**config.mk**
```make
export PLATFORM = sky130hd
export DESIGN_NAME = dsl_supervisor
export DESIGN_NICKNAME = d
export VERILOG_FILES = /design/src/dsl_pkg.sv /design/src/dsl_delay_timer.sv /design/src/dsl_uptime.sv /design/src/dsl_supervisor.sv
export SDC_FILE = /design/constraint.sdc
export NUM_CORES = 2
export LEC_CHECK = 0
export BUFFER_PORTS_ARGS = -buffer_cell sky130_fd_sc_hd__buf_2
export CORE_MARGIN = 2
export CORE_UTILIZATION = 26
export DETAILED_ROUTE_END_ITERATION = 8
export GPL_TIMING_DRIVEN = 1
export PLACE_DENSITY_LB_ADDON = 0.3
export SKIP_CTS_REPAIR_TIMING = 1
export SYNTH_ARGS = -nofsm -noshare
export SYNTH_HDL_FRONTEND = slang
export SYNTH_HIERARCHICAL = 1
export SYNTH_SLANG_ARGS = --single-unit
export TNS_END_PERCENT = 5
```
**constraint.sdc**
```tcl
create_clock -name clk -period 26.5 [get_ports clk]
set_clock_uncertainty 0.15 [all_clocks]
set_input_delay 5.3 -clock clk [delete_from_list [all_inputs] [get_ports clk]]
set_output_delay 5.3 -clock clk [all_outputs]
set_load 0.03 [all_outputs]
```
**src/dsl_pkg.sv**
```systemverilog
// Purpose: shared constants and types of the drive supervision logic
// Assumes: 25 MHz system clock, frequencies in 0.01 Hz, percents in 0.1 %
// Notes: delays are counted on a 10 ms tick

package dsl_pkg;
   // ***************
   // timing
   // ***************
   localparam int CLK_HZ = 25_000_000;
   localparam int TICK_MS = 10;
   localparam int TICK_CYCLES = CLK_HZ / 1000 * TICK_MS;
   localparam int TICKS_PER_SEC = 1000 / TICK_MS;
   localparam int TW = 20;
   // 0.1 s settings become 10 ms ticks
   localparam logic [19:0] TENTHS_TICKS = 20'h0000A;
   // clamping held this long counts as overheating (5 s)
   localparam logic [19:0] CLAMP_OL_TICKS = 20'h001F4;

   // ***************
   // thresholds
   // ***************
   localparam int FW = 16;
   localparam logic [15:0] SYNC_MIN_FREQ = 16'h2134;   // 85.00 Hz
   localparam logic [3:0] PWM_DEPTH_MAX = 4'hA;
   localparam logic [11:0] OC_THR_MAX = 12'hBB8;       // 300.0 %
   localparam logic [25:0] PCT_FULL = 26'h00003E8;     // 100.0 %
   localparam logic [11:0] SEC_PER_HOUR = 12'hE10;
   localparam logic [15:0] HOURS_MAX = 16'hFFFF;

   // ***************
   // fault codes
   // ***************
   localparam logic [7:0] FAULT_NONE = 8'h00;
   localparam logic [7:0] FAULT_SW_OC = 8'h1F;         // 31
   localparam logic [7:0] FAULT_OVERLOAD = 8'h28;      // 40

   typedef enum {SLP_AWAKE, SLP_ASLEEP} dsl_sleep_e;
   typedef enum {BRK_IDLE, BRK_HOLD, BRK_DONE} dsl_brake_e;
endpackage

```
**src/dsl_delay_timer.sv**
```systemverilog
// Purpose: tick-based delay that restarts whenever its condition lapses
// Assumes: tick is a one-cycle pulse on clk
// Notes: a limit of zero expires one cycle after the condition appears
`timescale 1ns/10ps

module dsl_delay_timer #(
   parameter int W = 20
) (
   // clock and reset
   input wire logic clk,
   input wire logic srst,
   // timing
   input wire logic tick,
   input wire logic cond,
   input wire logic [W-1:0] limit,
   output logic done_ff
);
   logic [W-1:0] cnt_ff;

   // count stops at the limit, so it never wraps
   always_ff @(posedge clk) begin
      if (srst || !cond) begin
         cnt_ff <= '0;
      end else if (tick && cnt_ff < limit) begin
         cnt_ff <= cnt_ff + {{(W-1){1'b0}}, 1'b1};
      end
   end

   // expired while the condition still holds
   always_ff @(posedge clk) begin
      if (srst) begin
         done_ff <= 1'b0;
      end else begin
         done_ff <= cond && (cnt_ff >= limit);
      end
   end
endmodule

```
**src/dsl_uptime.sv**
```systemverilog
// Purpose: accumulated power-on time in seconds and hours
// Assumes: sec_tick pulses once per second
// Notes: hours saturate rather than wrap
`timescale 1ns/10ps

module dsl_uptime (
   // clock and reset
   input wire logic clk,
   input wire logic srst,
   // time base
   input wire logic sec_tick,
   // counters
   output logic [11:0] uptime_seconds_ff,
   output logic [15:0] uptime_hours_ff,
   output logic [27:0] uptime_total_ff
);
   localparam logic [11:0] SEC_PER_HOUR = dsl_pkg::SEC_PER_HOUR;

   logic sec_wrap;

   assign sec_wrap = uptime_seconds_ff == (SEC_PER_HOUR - 12'h001);

   // seconds part rolls into hours at 3600
   always_ff @(posedge clk) begin
      if (srst) begin
         uptime_seconds_ff <= 12'h000;
         uptime_hours_ff <= 16'h0000;
      end else if (sec_tick) begin
         if (sec_wrap) begin
            uptime_seconds_ff <= 12'h000;
            if (uptime_hours_ff != dsl_pkg::HOURS_MAX) begin
               uptime_hours_ff <= uptime_hours_ff + 16'h0001;
            end
         end else begin
            uptime_seconds_ff <= uptime_seconds_ff + 12'h001;
         end
      end
   end

   // total in seconds, one cycle behind the parts
   always_ff @(posedge clk) begin
      if (srst) begin
         uptime_total_ff <= 28'h0000000;
      end else begin
         uptime_total_ff <= 28'(uptime_hours_ff) * 28'(SEC_PER_HOUR)
            + {16'h0000, uptime_seconds_ff};
      end
   end
endmodule

```
**src/dsl_supervisor.sv**
```systemverilog
// Purpose: supervisory logic of the motor drive: indications, modulation,
//    protection, sleep and wake, fan, brake and power-on time
// Assumes: all inputs come from logic on clk; parameters held stable
// Notes: frequencies 0.01 Hz, percents 0.1 %, oc delays 0.01 s, others 0.1 s
//
// Contract
// reached output while within band of set
// depth zero disables random pwm, else 1-10
// synchronous modulation only above 85 Hz
// fast clamp enable, reset default enabled
// long clamping raises overload fault 40, stops
// sleep after set freq low for delay
// wake after set freq high for delay
// both frequencies zero disables sleep and wake
// wake between sleep and max, sleep below wake
// pid runs in sleep only if enabled
// overcurrent beyond delay raises fault 31
// zero trip delay means no detection
// overcurrent indication output after its delay
// dead-time compensation enable, default on
// fan runs while running or always
// brake on below start freq, off after hold
// brake inactive throughout startup
// skip frequencies during ramps only if mode 1
// uptime kept as seconds plus hours, summed
// seconds roll at 3600, hours saturate
// delay timers restart when condition lapses
`timescale 1ns/10ps

module dsl_supervisor #(
   parameter int TICK_CYCLES = dsl_pkg::TICK_CYCLES
) (
   // clock and reset
   input wire logic clk,
   input wire logic srst,
   // drive state
   input wire logic run_cmd,
   input wire logic running,
   input wire logic starting,
   input wire logic stopping,
   input wire logic clamp_active,
   input wire logic freq_src_pid,
   input wire logic fault_clear,
   input wire logic [15:0] run_freq,
   input wire logic [15:0] set_freq,
   input wire logic [11:0] out_current,
   // parameters
   input wire logic [15:0] max_freq_limit,
   input wire logic [9:0] freq_reach_band,
   input wire logic [3:0] random_pwm_depth,
   input wire logic modulation_select,
   input wire logic fast_current_clamp_en,
   input wire logic [15:0] wake_freq,
   input wire logic [15:0] wake_delay,
   input wire logic [15:0] sleep_freq,
   input wire logic [15:0] sleep_delay,
   input wire logic pid_run_when_stopped,
   input wire logic [11:0] sw_oc_threshold,
   input wire logic [19:0] sw_oc_trip_delay,
   input wire logic [19:0] oc_indicate_delay,
   input wire logic deadtime_comp_en,
   input wire logic fan_policy,
   input wire logic [15:0] ext_brake_start_freq,
   input wire logic [15:0] ext_brake_hold_time,
   input wire logic skip_freq_ramp_mode,
   // terminals and power stage
   output logic freq_reached_ff,
   output logic random_pwm_en_ff,
   output logic [3:0] random_depth_ff,
   output logic sync_mod_ff,
   output logic clamp_en_ff,
   output logic deadtime_comp_ff,
   output logic skip_during_ramp_ff,
   output logic fan_on_ff,
   output logic brake_ff,
   output logic oc_indicate_ff,
   output logic pid_active_ff,
   // run control and faults
   output logic sleep_ff,
   output logic drive_run_ff,
   output logic drive_stop_ff,
   output logic [7:0] fault_code_ff,
   // power-on time
   output logic [11:0] uptime_seconds_ff,
   output logic [15:0] uptime_hours_ff,
   output logic [27:0] uptime_total_ff
);
   localparam int TCW = $clog2(TICK_CYCLES);
   localparam logic [TCW-1:0] TICK_LAST = TCW'(TICK_CYCLES - 1);
   localparam logic [6:0] SEC_LAST = 7'(dsl_pkg::TICKS_PER_SEC - 1);
   localparam logic [15:0] SYNC_MIN_FREQ = dsl_pkg::SYNC_MIN_FREQ;

   logic [TCW-1:0] tick_cnt_ff;
   logic tick_ff;
   logic [6:0] sec_cnt_ff;
   logic sec_tick_ff;
   logic [15:0] freq_diff;
   logic [25:0] band_hz;
   logic reach_now;
   logic [15:0] eff_sleep;
   logic [15:0] eff_wake;
   logic sleep_en;
   logic sleep_cond;
   logic wake_cond;
   logic sleep_done;
   logic wake_done;
   dsl_pkg::dsl_sleep_e sleep_st_ff;
   logic [11:0] oc_thr;
   logic oc_now;
   logic oc_trip_done;
   logic oc_ind_done;
   logic clamp_ol_done;
   logic sw_oc_fault_ff;
   logic ol_fault_ff;
   dsl_pkg::dsl_brake_e brake_st_ff;
   logic brake_done;

   // ***************
   // time base
   // ***************

   // 10 ms tick shared by all delays; one divider instead of many wide ones
   always_ff @(posedge clk) begin
      if (srst || tick_cnt_ff == TICK_LAST) begin
         tick_cnt_ff <= '0;
      end else begin
         tick_cnt_ff <= tick_cnt_ff + {{(TCW-1){1'b0}}, 1'b1};
      end
   end

   always_ff @(posedge clk) begin
      if (srst) begin
         tick_ff <= 1'b0;
      end else begin
         tick_ff <= tick_cnt_ff == TICK_LAST;
      end
   end

   // one second from the tick
   always_ff @(posedge clk) begin
      if (srst) begin
         sec_cnt_ff <= 7'h00;
         sec_tick_ff <= 1'b0;
      end else begin
         sec_tick_ff <= tick_ff && sec_cnt_ff == SEC_LAST;
         if (tick_ff) begin
            sec_cnt_ff <= (sec_cnt_ff == SEC_LAST) ? 7'h00 : sec_cnt_ff + 7'h01;
         end
      end
   end

   // ***************
   // indications and modulation
   // ***************

   // band is a share of maximum frequency
   always_comb begin
      freq_diff = (run_freq >= set_freq) ? run_freq - set_freq : set_freq - run_freq;
      band_hz = 26'(max_freq_limit) * 26'(freq_reach_band) / dsl_pkg::PCT_FULL;
      reach_now = {10'h000, freq_diff} <= band_hz;
   end

   always_ff @(posedge clk) begin
      if (srst) begin
         freq_reached_ff <= 1'b0;
      end else begin
         freq_reached_ff <= reach_now;
      end
   end

   // depths above ten are held at ten
   always_ff @(posedge clk) begin
      if (srst) begin
         random_pwm_en_ff <= 1'b0;
         random_depth_ff <= 4'h0;
      end else begin
         random_pwm_en_ff <= random_pwm_depth != 4'h0;
         random_depth_ff <= (random_pwm_depth > dsl_pkg::PWM_DEPTH_MAX) ?
            dsl_pkg::PWM_DEPTH_MAX : random_pwm_depth;
      end
   end

   // synchronous mode falls back to asynchronous at low speed
   always_ff @(posedge clk) begin
      if (srst) begin
         sync_mod_ff <= 1'b0;
      end else begin
         sync_mod_ff <= modulation_select && run_freq > SYNC_MIN_FREQ;
      end
   end

   // plain settings forwarded to the power stage
   always_ff @(posedge clk) begin
      if (srst) begin
         clamp_en_ff <= 1'b1;
         deadtime_comp_ff <= 1'b1;
         skip_during_ramp_ff <= 1'b0;
      end else begin
         clamp_en_ff <= fast_current_clamp_en;
         deadtime_comp_ff <= deadtime_comp_en;
         skip_during_ramp_ff <= skip_freq_ramp_mode;
      end
   end

   // fan follows running unless told to run always
   always_ff @(posedge clk) begin
      if (srst) begin
         fan_on_ff <= 1'b0;
      end else begin
         fan_on_ff <= fan_policy || running;
      end
   end

   // ***************
   // sleep and wake
   // ***************

   // wake is pulled into [sleep, max]; sleep never above wake
   always_comb begin
      eff_sleep = (sleep_freq > wake_freq) ? wake_freq : sleep_freq;
      if (wake_freq > max_freq_limit) begin
         eff_wake = max_freq_limit;
      end else if (wake_freq < eff_sleep) begin
         eff_wake = eff_sleep;
      end else begin
         eff_wake = wake_freq;
      end
      sleep_en = (wake_freq != 16'h0000) || (sleep_freq != 16'h0000);
      sleep_cond = sleep_en && sleep_st_ff == dsl_pkg::SLP_AWAKE && running
         && set_freq <= eff_sleep;
      wake_cond = sleep_en && sleep_st_ff == dsl_pkg::SLP_ASLEEP && run_cmd
         && set_freq >= eff_wake;
   end

   dsl_delay_timer #(.W(dsl_pkg::TW)) u_sleep_tmr (
      .clk(clk),
      .srst(srst),
      .tick(tick_ff),
      .cond(sleep_cond),
      .limit(20'(sleep_delay * dsl_pkg::TENTHS_TICKS)),
      .done_ff(sleep_done)
   );

   dsl_delay_timer #(.W(dsl_pkg::TW)) u_wake_tmr (
      .clk(clk),
      .srst(srst),
      .tick(tick_ff),
      .cond(wake_cond),
      .limit(20'(wake_delay * dsl_pkg::TENTHS_TICKS)),
      .done_ff(wake_done)
   );

   // dropping the run command ends sleep; the drive is stopped anyway
   always_ff @(posedge clk) begin
      if (srst) begin
         sleep_st_ff <= dsl_pkg::SLP_AWAKE;
      end else begin
         case (sleep_st_ff)
            dsl_pkg::SLP_AWAKE: begin
               if (sleep_done && sleep_cond) begin
                  sleep_st_ff <= dsl_pkg::SLP_ASLEEP;
               end
            end
            dsl_pkg::SLP_ASLEEP: begin
               if (!sleep_en || !run_cmd || (wake_done && wake_cond)) begin
                  sleep_st_ff <= dsl_pkg::SLP_AWAKE;
               end
            end
            default: sleep_st_ff <= dsl_pkg::SLP_AWAKE;
         endcase
      end
   end

   // pid keeps working in sleep only when allowed to run at stop
   always_ff @(posedge clk) begin
      if (srst) begin
         pid_active_ff <= 1'b0;
      end else if (sleep_st_ff == dsl_pkg::SLP_ASLEEP) begin
         pid_active_ff <= freq_src_pid && pid_run_when_stopped;
      end else begin
         pid_active_ff <= freq_src_pid && running;
      end
   end

   // ***************
   // protection
   // ***************

   always_comb begin
      oc_thr = (sw_oc_threshold > dsl_pkg::OC_THR_MAX) ? dsl_pkg::OC_THR_MAX
         : sw_oc_threshold;
      oc_now = out_current >= oc_thr;
   end

   dsl_delay_timer #(.W(dsl_pkg::TW)) u_oc_trip_tmr (
      .clk(clk),
      .srst(srst),
      .tick(tick_ff),
      .cond(oc_now && sw_oc_trip_delay != 20'h00000),
      .limit(sw_oc_trip_delay),
      .done_ff(oc_trip_done)
   );

   dsl_delay_timer #(.W(dsl_pkg::TW)) u_oc_ind_tmr (
      .clk(clk),
      .srst(srst),
      .tick(tick_ff),
      .cond(oc_now && oc_indicate_delay != 20'h00000),
      .limit(oc_indicate_delay),
      .done_ff(oc_ind_done)
   );

   // overheating is judged by how long clamping lasts
   dsl_delay_timer #(.W(dsl_pkg::TW)) u_clamp_tmr (
      .clk(clk),
      .srst(srst),
      .tick(tick_ff),
      .cond(clamp_active && fast_current_clamp_en),
      .limit(dsl_pkg::CLAMP_OL_TICKS),
      .done_ff(clamp_ol_done)
   );

   // sticky faults; a new trip wins over a clear in the same cycle
   always_ff @(posedge clk) begin
      if (srst) begin
         sw_oc_fault_ff <= 1'b0;
         ol_fault_ff <= 1'b0;
      end else begin
         sw_oc_fault_ff <= oc_trip_done || (sw_oc_fault_ff && !fault_clear);
         ol_fault_ff <= clamp_ol_done || (ol_fault_ff && !fault_clear);
      end
   end

   // overload reported first when both are pending
   always_ff @(posedge clk) begin
      if (srst) begin
         fault_code_ff <= dsl_pkg::FAULT_NONE;
      end else if (ol_fault_ff) begin
         fault_code_ff <= dsl_pkg::FAULT_OVERLOAD;
      end else if (sw_oc_fault_ff) begin
         fault_code_ff <= dsl_pkg::FAULT_SW_OC;
      end else begin
         fault_code_ff <= dsl_pkg::FAULT_NONE;
      end
   end

   // indication is a level, no latching
   always_ff @(posedge clk) begin
      if (srst) begin
         oc_indicate_ff <= 1'b0;
      end else begin
         oc_indicate_ff <= oc_ind_done;
      end
   end

   // run permission folds sleep and faults together
   always_ff @(posedge clk) begin
      if (srst) begin
         sleep_ff <= 1'b0;
         drive_run_ff <= 1'b0;
         drive_stop_ff <= 1'b0;
      end else begin
         sleep_ff <= sleep_st_ff == dsl_pkg::SLP_ASLEEP;
         drive_stop_ff <= ol_fault_ff || sw_oc_fault_ff
            || sleep_st_ff == dsl_pkg::SLP_ASLEEP;
         drive_run_ff <= run_cmd && !ol_fault_ff && !sw_oc_fault_ff
            && sleep_st_ff == dsl_pkg::SLP_AWAKE;
      end
   end

   // ***************
   // external brake
   // ***************

   dsl_delay_timer #(.W(dsl_pkg::TW)) u_brake_tmr (
      .clk(clk),
      .srst(srst),
      .tick(tick_ff),
      .cond(brake_st_ff == dsl_pkg::BRK_HOLD),
      .limit(20'(ext_brake_hold_time * dsl_pkg::TENTHS_TICKS)),
      .done_ff(brake_done)
   );

   // one brake pulse per stop; a new start cancels it at once
   always_ff @(posedge clk) begin
      if (srst) begin
         brake_st_ff <= dsl_pkg::BRK_IDLE;
      end else begin
         case (brake_st_ff)
            dsl_pkg::BRK_IDLE: begin
               if (stopping && !starting && run_freq < ext_brake_start_freq) begin
                  brake_st_ff <= dsl_pkg::BRK_HOLD;
               end
            end
            dsl_pkg::BRK_HOLD: begin
               if (starting) begin
                  brake_st_ff <= dsl_pkg::BRK_IDLE;
               end else if (brake_done) begin
                  brake_st_ff <= dsl_pkg::BRK_DONE;
               end
            end
            dsl_pkg::BRK_DONE: begin
               if (!stopping || starting) begin
                  brake_st_ff <= dsl_pkg::BRK_IDLE;
               end
            end
            default: brake_st_ff <= dsl_pkg::BRK_IDLE;
         endcase
      end
   end

   always_ff @(posedge clk) begin
      if (srst) begin
         brake_ff <= 1'b0;
      end else begin
         brake_ff <= brake_st_ff == dsl_pkg::BRK_HOLD && !starting;
      end
   end

   // ***************
   // power-on time
   // ***************

   dsl_uptime u_uptime (
      .clk(clk),
      .srst(srst),
      .sec_tick(sec_tick_ff),
      .uptime_seconds_ff(uptime_seconds_ff),
      .uptime_hours_ff(uptime_hours_ff),
      .uptime_total_ff(uptime_total_ff)
   );
endmodule

```
# Word-level counts from Yosys, hierarchy flattened
# Cells that the tools add are included.
dict set report totals {
  ff_bits 300
  output_inout_bits 81
  elab_cells 193
}
dict set report classes {
  n_addsub 13
  mul 5
  n_div 1
  order_cmp 24
  n_eq_ne 14
  n_mux 19
  n_reduce_logical 77
}
# op n
set op_table {}
lappend op_table {{two-way mux 32 bit} 6}
lappend op_table {{adder 20 x 1 -> 20 bit, second input constant} 6}
lappend op_table {{>= comparator 20 bit} 5}
lappend op_table {{less-than comparator 20 bit} 5}
lappend op_table {{== test 32 x 2 -> 1 bit, second input constant} 3}
lappend op_table {{zero test 32 bit} 3}
lappend op_table {{one-hot mux 32 bit (3 select lines)} 1}
lappend op_table {{== test 32 x 1 -> 1 bit, second input constant} 2}
lappend op_table {{two-way mux 16 bit} 4}
lappend op_table {{one-hot mux 32 bit (2 select lines)} 1}
lappend op_table {{multiplier 16 x 3 -> 19 bit, second input constant} 3}
lappend op_table {{nonzero test 20 bit} 2}
lappend op_table {{logical AND 1 bit} 35}
lappend op_table {{>= comparator 16 bit} 2}
lappend op_table {{> comparator 16 bit} 2}
lappend op_table {{less-than comparator 16 bit} 2}
lappend op_table {{nonzero test 16 bit} 2}
lappend op_table {{subtractor 16 bit} 2}
lappend op_table {{adder 28 x 12 -> 28 bit} 1}
lappend op_table {{divider 26 x 10 -> 26 bit, second input constant} 1}
lappend op_table {{less-or-equal comparator 16 x 26 -> 1 bit} 1}
lappend op_table {{multiplier 16 x 10 -> 26 bit} 1}
lappend op_table {{multiplier 16 x 8 -> 24 bit, second input constant} 1}
lappend op_table {{two-way mux 12 bit} 2}
lappend op_table {{other kinds (28)} 60}

# Depth between registers and ports, before layout
dict set report logic_depth {
  depth_word 11
  ltp_mapped 83
  mapped_depth_nobuf 74
}

# Modules after synthesis
# Netlist, hierarchy kept.
# mod n_inst cells_per_inst area_each_um2 seq_area_each_um2
set modules_own_cells {}
lappend modules_own_cells {dsl_supervisor 1 2444 19209.7 1041.0}
lappend modules_own_cells {dsl_delay_timer 6 193 1569.0 420.4}
lappend modules_own_cells {dsl_uptime 1 511 4840.9 1121.1}

# Worst setup path before layout
# OpenSTA, ideal clock, no wires.
dict set report synth_timing {
  kind {input to register}
  from {in freq_reach_band[9]}
  to {reg freq_reached_ff}
  setup_ns 0.065
  t_arrival_ns 21.262
  required_ns 26.285
  path_slack_ns 5.023
  cell_stages 77
  path_buffers 7
  path_cell_list {clkbuf_1 nand2_1 fa_1 fa_1 inv_1 fa_1 fa_1 fa_1 ha_1 buf_2 and3_2 and3_2 o211a_1 or3_4 a221o_1 nor4_4 buf_6 nand2_1 [41 not listed] ha_1 nor2b_1 o21ai_0 nand2b_1 a21oi_1 nor2b_1 o21ai_0 nand2b_1 a21oi_1 nor2b_1 o21ai_0 nand2b_1 a21oi_1 o21ai_0 a21o_1 a21oi_1 a211oi_1 nor2_1}
}
dict set report synth_between {
  elab_chain_len 3
}
# item line
set synth_rtl {}
lappend synth_rtl {{from (decl)} dsl_supervisor.sv:49} ;# input wire logic [9:0] freq_reach_band,
lappend synth_rtl {{multiplier 16 x 10 -> 26 bit} dsl_supervisor.sv:159} ;# band_hz = 26'(max_freq_limit) * 26'(freq_reach_band) / dsl_pkg::PCT_FULL;
lappend synth_rtl {{divider 26 x 10 -> 26 bit} dsl_supervisor.sv:159}
lappend synth_rtl {{less-or-equal comparator 16 x 26 -> 1 bit} dsl_supervisor.sv:160} ;# reach_now = {10'h000, freq_diff} <= band_hz;
lappend synth_rtl {{to (signal assigned)} dsl_supervisor.sv:167} ;# freq_reached_ff <= reach_now;
lappend synth_rtl {{to (decl)} dsl_supervisor.sv:67} ;# output logic freq_reached_ff,
# Every way passes these cells.
# A chain may end at the register's enable or synchronous reset.

# Worst setup path after layout
dict set report layout_timing {
  from {in max_freq_limit[9]}
  to {reg freq_reached_ff}
}
dict set report layout_between {
  elab_chain_len 3
}
# item line
set layout_rtl {}
lappend layout_rtl {{from (decl)} dsl_supervisor.sv:48} ;# input wire logic [15:0] max_freq_limit,
lappend layout_rtl {{multiplier 16 x 10 -> 26 bit} dsl_supervisor.sv:159}
lappend layout_rtl {{divider 26 x 10 -> 26 bit} dsl_supervisor.sv:159}
lappend layout_rtl {{less-or-equal comparator 16 x 26 -> 1 bit} dsl_supervisor.sv:160}
# Every way passes these cells.

==> reports/results.txt <==
The flow ran to the end, and the final reports show no timing, DRC or antenna violations. The multiplexer area fraction after synthesis was 1.15%; the final-layout fill cell count was 13782. Max-cap violations in this run came to 0. The predominant post-synthesis flop cell was dfxtp_1. The run gives 29888 as the number of global-route vias before repair.

The run gives 3 as the clock tree buffer depth. The number of enable flip-flop cells after synthesis works out to 0. The count of cell types in the netlist is 160. The critical path capture point type is a flip-flop. The core outline area was 0.128 mm^2.

For the overall die area, the log shows 0.132 mm^2. The run gives 0 as the number of pins with negative max-slew slack in the final report. TritonCTS built the clock tree. After clock tree synthesis, the clock-pin slew on the worst setup and hold paths is 0.07 ns. At the pin with the least slew margin, the transition time is 1.19 ns. The count of TritonRoute iterations in the first routing pass was 7; the final-stage net count was 5258. The die boundary height was 363 um; the number of failing hold endpoints at the final stage was 0.

The tools report the global-route wire length before repair as 167 mm. The cell at the root of the clock tree was clkbuf_16. Counting I/O delays and the setup requirement, the final critical path takes 24.07 ns. For the worst slew slack as a fraction of its limit, the log shows 19.8%. The mean instance size in the synthesized netlist came out at 8.14 um^2. After synthesis, the largest family of logic cells by area is adder cells. The run gives 0.00469 mm^2 as the sequential cell area. Class of the most critical hold timing path: flip-flop to flip-flop. Setup violations remaining at the end of the flow were counted as 0.

In this run, the number of DRC markers left after iteration 0 of detailed routing was 1884. The number of rows in the core area was 131. The most numerous cell type found on the critical path is a21oi_1. Category of the most critical setup path: input port to flip-flop.

Entering global routing, the biggest net connects 47 pins. In the finished design, the share of the clock period the worst path needs comes to 90.8%. The synthesized instance count was 4113; the maximum fanout count along the critical path was 14.

The share of the Yosys chip area taken by registers is 14.0%. Number of clock sinks: 234. The initial core utilization was 26.2%; the share of final-layout standard cells stronger than drive strength 1 was 12.9%. The data required time of the worst path is 26.85 ns, and the number of buffers added by the clock tree synthesis step is 25. At the worst endpoint, the arrival time is 24.42 ns. The synthesized netlist devotes 22.6% of its cell area to compound gates. The post-detailed-placement half-perimeter wirelength was 88.3 mm; the summed instance area of the synthesized netlist was 0.0335 mm^2. The logs give 1 for the maximum level of the CTS H-tree and 0 for the final antenna-violating net count. After synthesis, the share of flip-flops with an asynchronous set or reset is 0%. Fraction of the mapped netlist area in adder cells: 27.5%. The number of remaining DRC errors was 0. The die is 363 um wide. After detailed routing, the average wire length per cell comes to 17.5 um.

The routed wire length is 106 mm. Sum of negative setup slack: 0 ns. The total overflow left after global routing is 0.

Setup repair after global routing left no endpoint under its margin. Across every metal layer, demand over resource in global routing totals 15.7%. The number of antenna violations at the first check in global routing was 41; the number of vias per cell after detailed routing was 5.13.

In this design, the stage delay of the slowest critical-path cell is 0.83 ns. Summing all multi-input logic gate instances after layout gives 0.0267 mm^2. The run gives 0.0416 GHz as the highest clock frequency the design can meet.

For the I/O pin count, the log shows 318. The startpoint class of the critical path was an input port. The total via count in the routed design is 31063. Count of input and output buffers: 315. The congestion estimate from routability-driven global placement came to 0.875. The parity-gate share of the synthesized area counting xor and xnor cells is 5.53%, and the clock network latency to the later pin of the worst-skew pair is 0.57 ns.

The area fraction in and, or, nand and nor cells after synthesis works out to 22.5%. The post-synthesis register bit count was 234; the area added between synthesis and finish was 12.1%. The cell with the biggest individual delay on the critical path was xor2_1. The synthesis warning total came out at 6.
-- synth_stat cells (61+ instances only) --
| library cell | count | area share (%) |
|---|---|---|
| nand4_1 | 101 | 1.9 |
| clkbuf_1 | 61 | 0.68 |
| o21ai_0 | 173 | 2.6 |
| a21o_1 | 67 | 1.5 |
| ha_1 | 509 | 19 |
| xnor2_1 | 139 | 3.6 |
| nand2_1 | 257 | 2.9 |
| nor2b_1 | 64 | 1.2 |
| and2_1 | 111 | 2.1 |
| inv_1 | 403 | 4.5 |
| or3_1 | 77 | 1.4 |
| xor2_1 | 63 | 1.6 |
| nor2_1 | 263 | 2.9 |
| a21oi_1 | 352 | 5.3 |
| fa_1 | 140 | 8.4 |
| nand3_1 | 130 | 1.9 |
| dfxtp_1 | 234 | 14 |
-- layout by cell type (no fill, tap or decap), types with 22 or more instances in the layout --
cell / n
a211oi_1: 29
a21o_1: 67
a21oi_1: 351
a31oi_1: 29
and2_1: 111
and3_1: 32
and4_1: 23
buf_2: 314
clkbuf_16: 25
conb_1: 25
dfxtp_1: 233
fa_1: 140
ha_1: 509
inv_1: 403
mux2i_1: 22
nand2_1: 257
nand2b_1: 50
nand3_1: 130
nand4_1: 101
nor2_1: 263
nor2b_1: 64
nor3_1: 56
nor4_1: 38
o211ai_1: 41
o21a_1: 26
o21ai_0: 173
o21ai_1: 22
o21bai_1: 38
o31ai_1: 47
or3_1: 77
or4_1: 49
xnor2_1: 139
xor2_1: 63
-- state kept, by name, summed over array words and instances (netlist names), 2 cells and up --
name,cells
u_oc_trip_tmr/cnt_ff,20
u_uptime/uptime_total_ff,28
random_depth_ff,4
fault_code_ff,3
u_uptime/uptime_seconds_ff,12
u_clamp_tmr/cnt_ff,20
u_uptime/uptime_hours_ff,16
u_oc_ind_tmr/cnt_ff,20
u_wake_tmr/cnt_ff,20
u_sleep_tmr/cnt_ff,20
brake_st_ff,2
u_brake_tmr/cnt_ff,20
tick_cnt_ff,18
sec_cnt_ff,7
-- critical path: cells and delay by family --
| family | cells | cell delay [ns] |
|---|---|---|
| buf+inv | 5 | 0.50 |
| simple gates | 18 | 3.43 |
| xor+xnor | 2 | 1.43 |
| mux | 4 | 1.35 |
| fa+ha+maj | 7 | 2.97 |
| compound gates | 37 | 9.40 |
-- stage by stage --
stage	setup slack (ns)	hold WS, ns	area (um^2)	utilization (%)	cells
6_report	2.43	0.306	37500	29.4	6061
5_1_grt	0.853	0.324	37500	29.4	6056
4_1_cts	2.67	0.310	37500	29.4	6052
3_5_place_dp	2.09	0.279	36600	28.7	6007
3_3_place_gp	2.23	0.274	36600	28.7	6007
2_1_floorplan	5.02	0.263	33600	-	4136
-- kinds of logic after synthesis --
| group | Yosys count |
|---|---|
| XOR/XNOR | 207 |
| flip-flops | 234 |
| buffers and inverters | 527 |
| AND/OR/NAND/NOR | 1365 |
| other | 2 |
| adder cells (fa/ha/maj) | 653 |
| multiplexers | 36 |
| AO/OA/AOI/OAI | 1089 |
-- area by class of cell --
type                       instances  share of cell area (%)
sequential                       234                    12.5
antenna                            9                  0.0601
clock inverter                    15                   0.434
tap                             1662                    5.54
multi-input combinational       3375                    71.1
timing repair buffer             330                    4.51
clock buffer                      30                    1.80
inverter                         406                    4.08
-- final timing paths --
check	start	end	slack (ns)	cells past startpoint
max reg2reg	u_uptime/uptime_hours_ff[2]	u_uptime/uptime_total_ff[26]	21.43	15
max	max_freq_limit[9]	freq_reached_ff	2.43	73
min reg2reg	u_clamp_tmr/done_ff	ol_fault_ff	0.31	2
min	u_clamp_tmr/done_ff	ol_fault_ff	0.31	2
-- layer usage --
metal  global-route usage, %  up-vias  part of all wire [%]
met5                       0        -                  0.21
met4                    2.73       38                   1.7
met3                    4.05      132                   7.7
met2                    24.5      743                    43
met1                    22.0    14695                    48
li1                        -    15455                     -
Power is not shown: default switching activity piles up to over one toggle a cycle in this logic, so the estimate is an artifact.
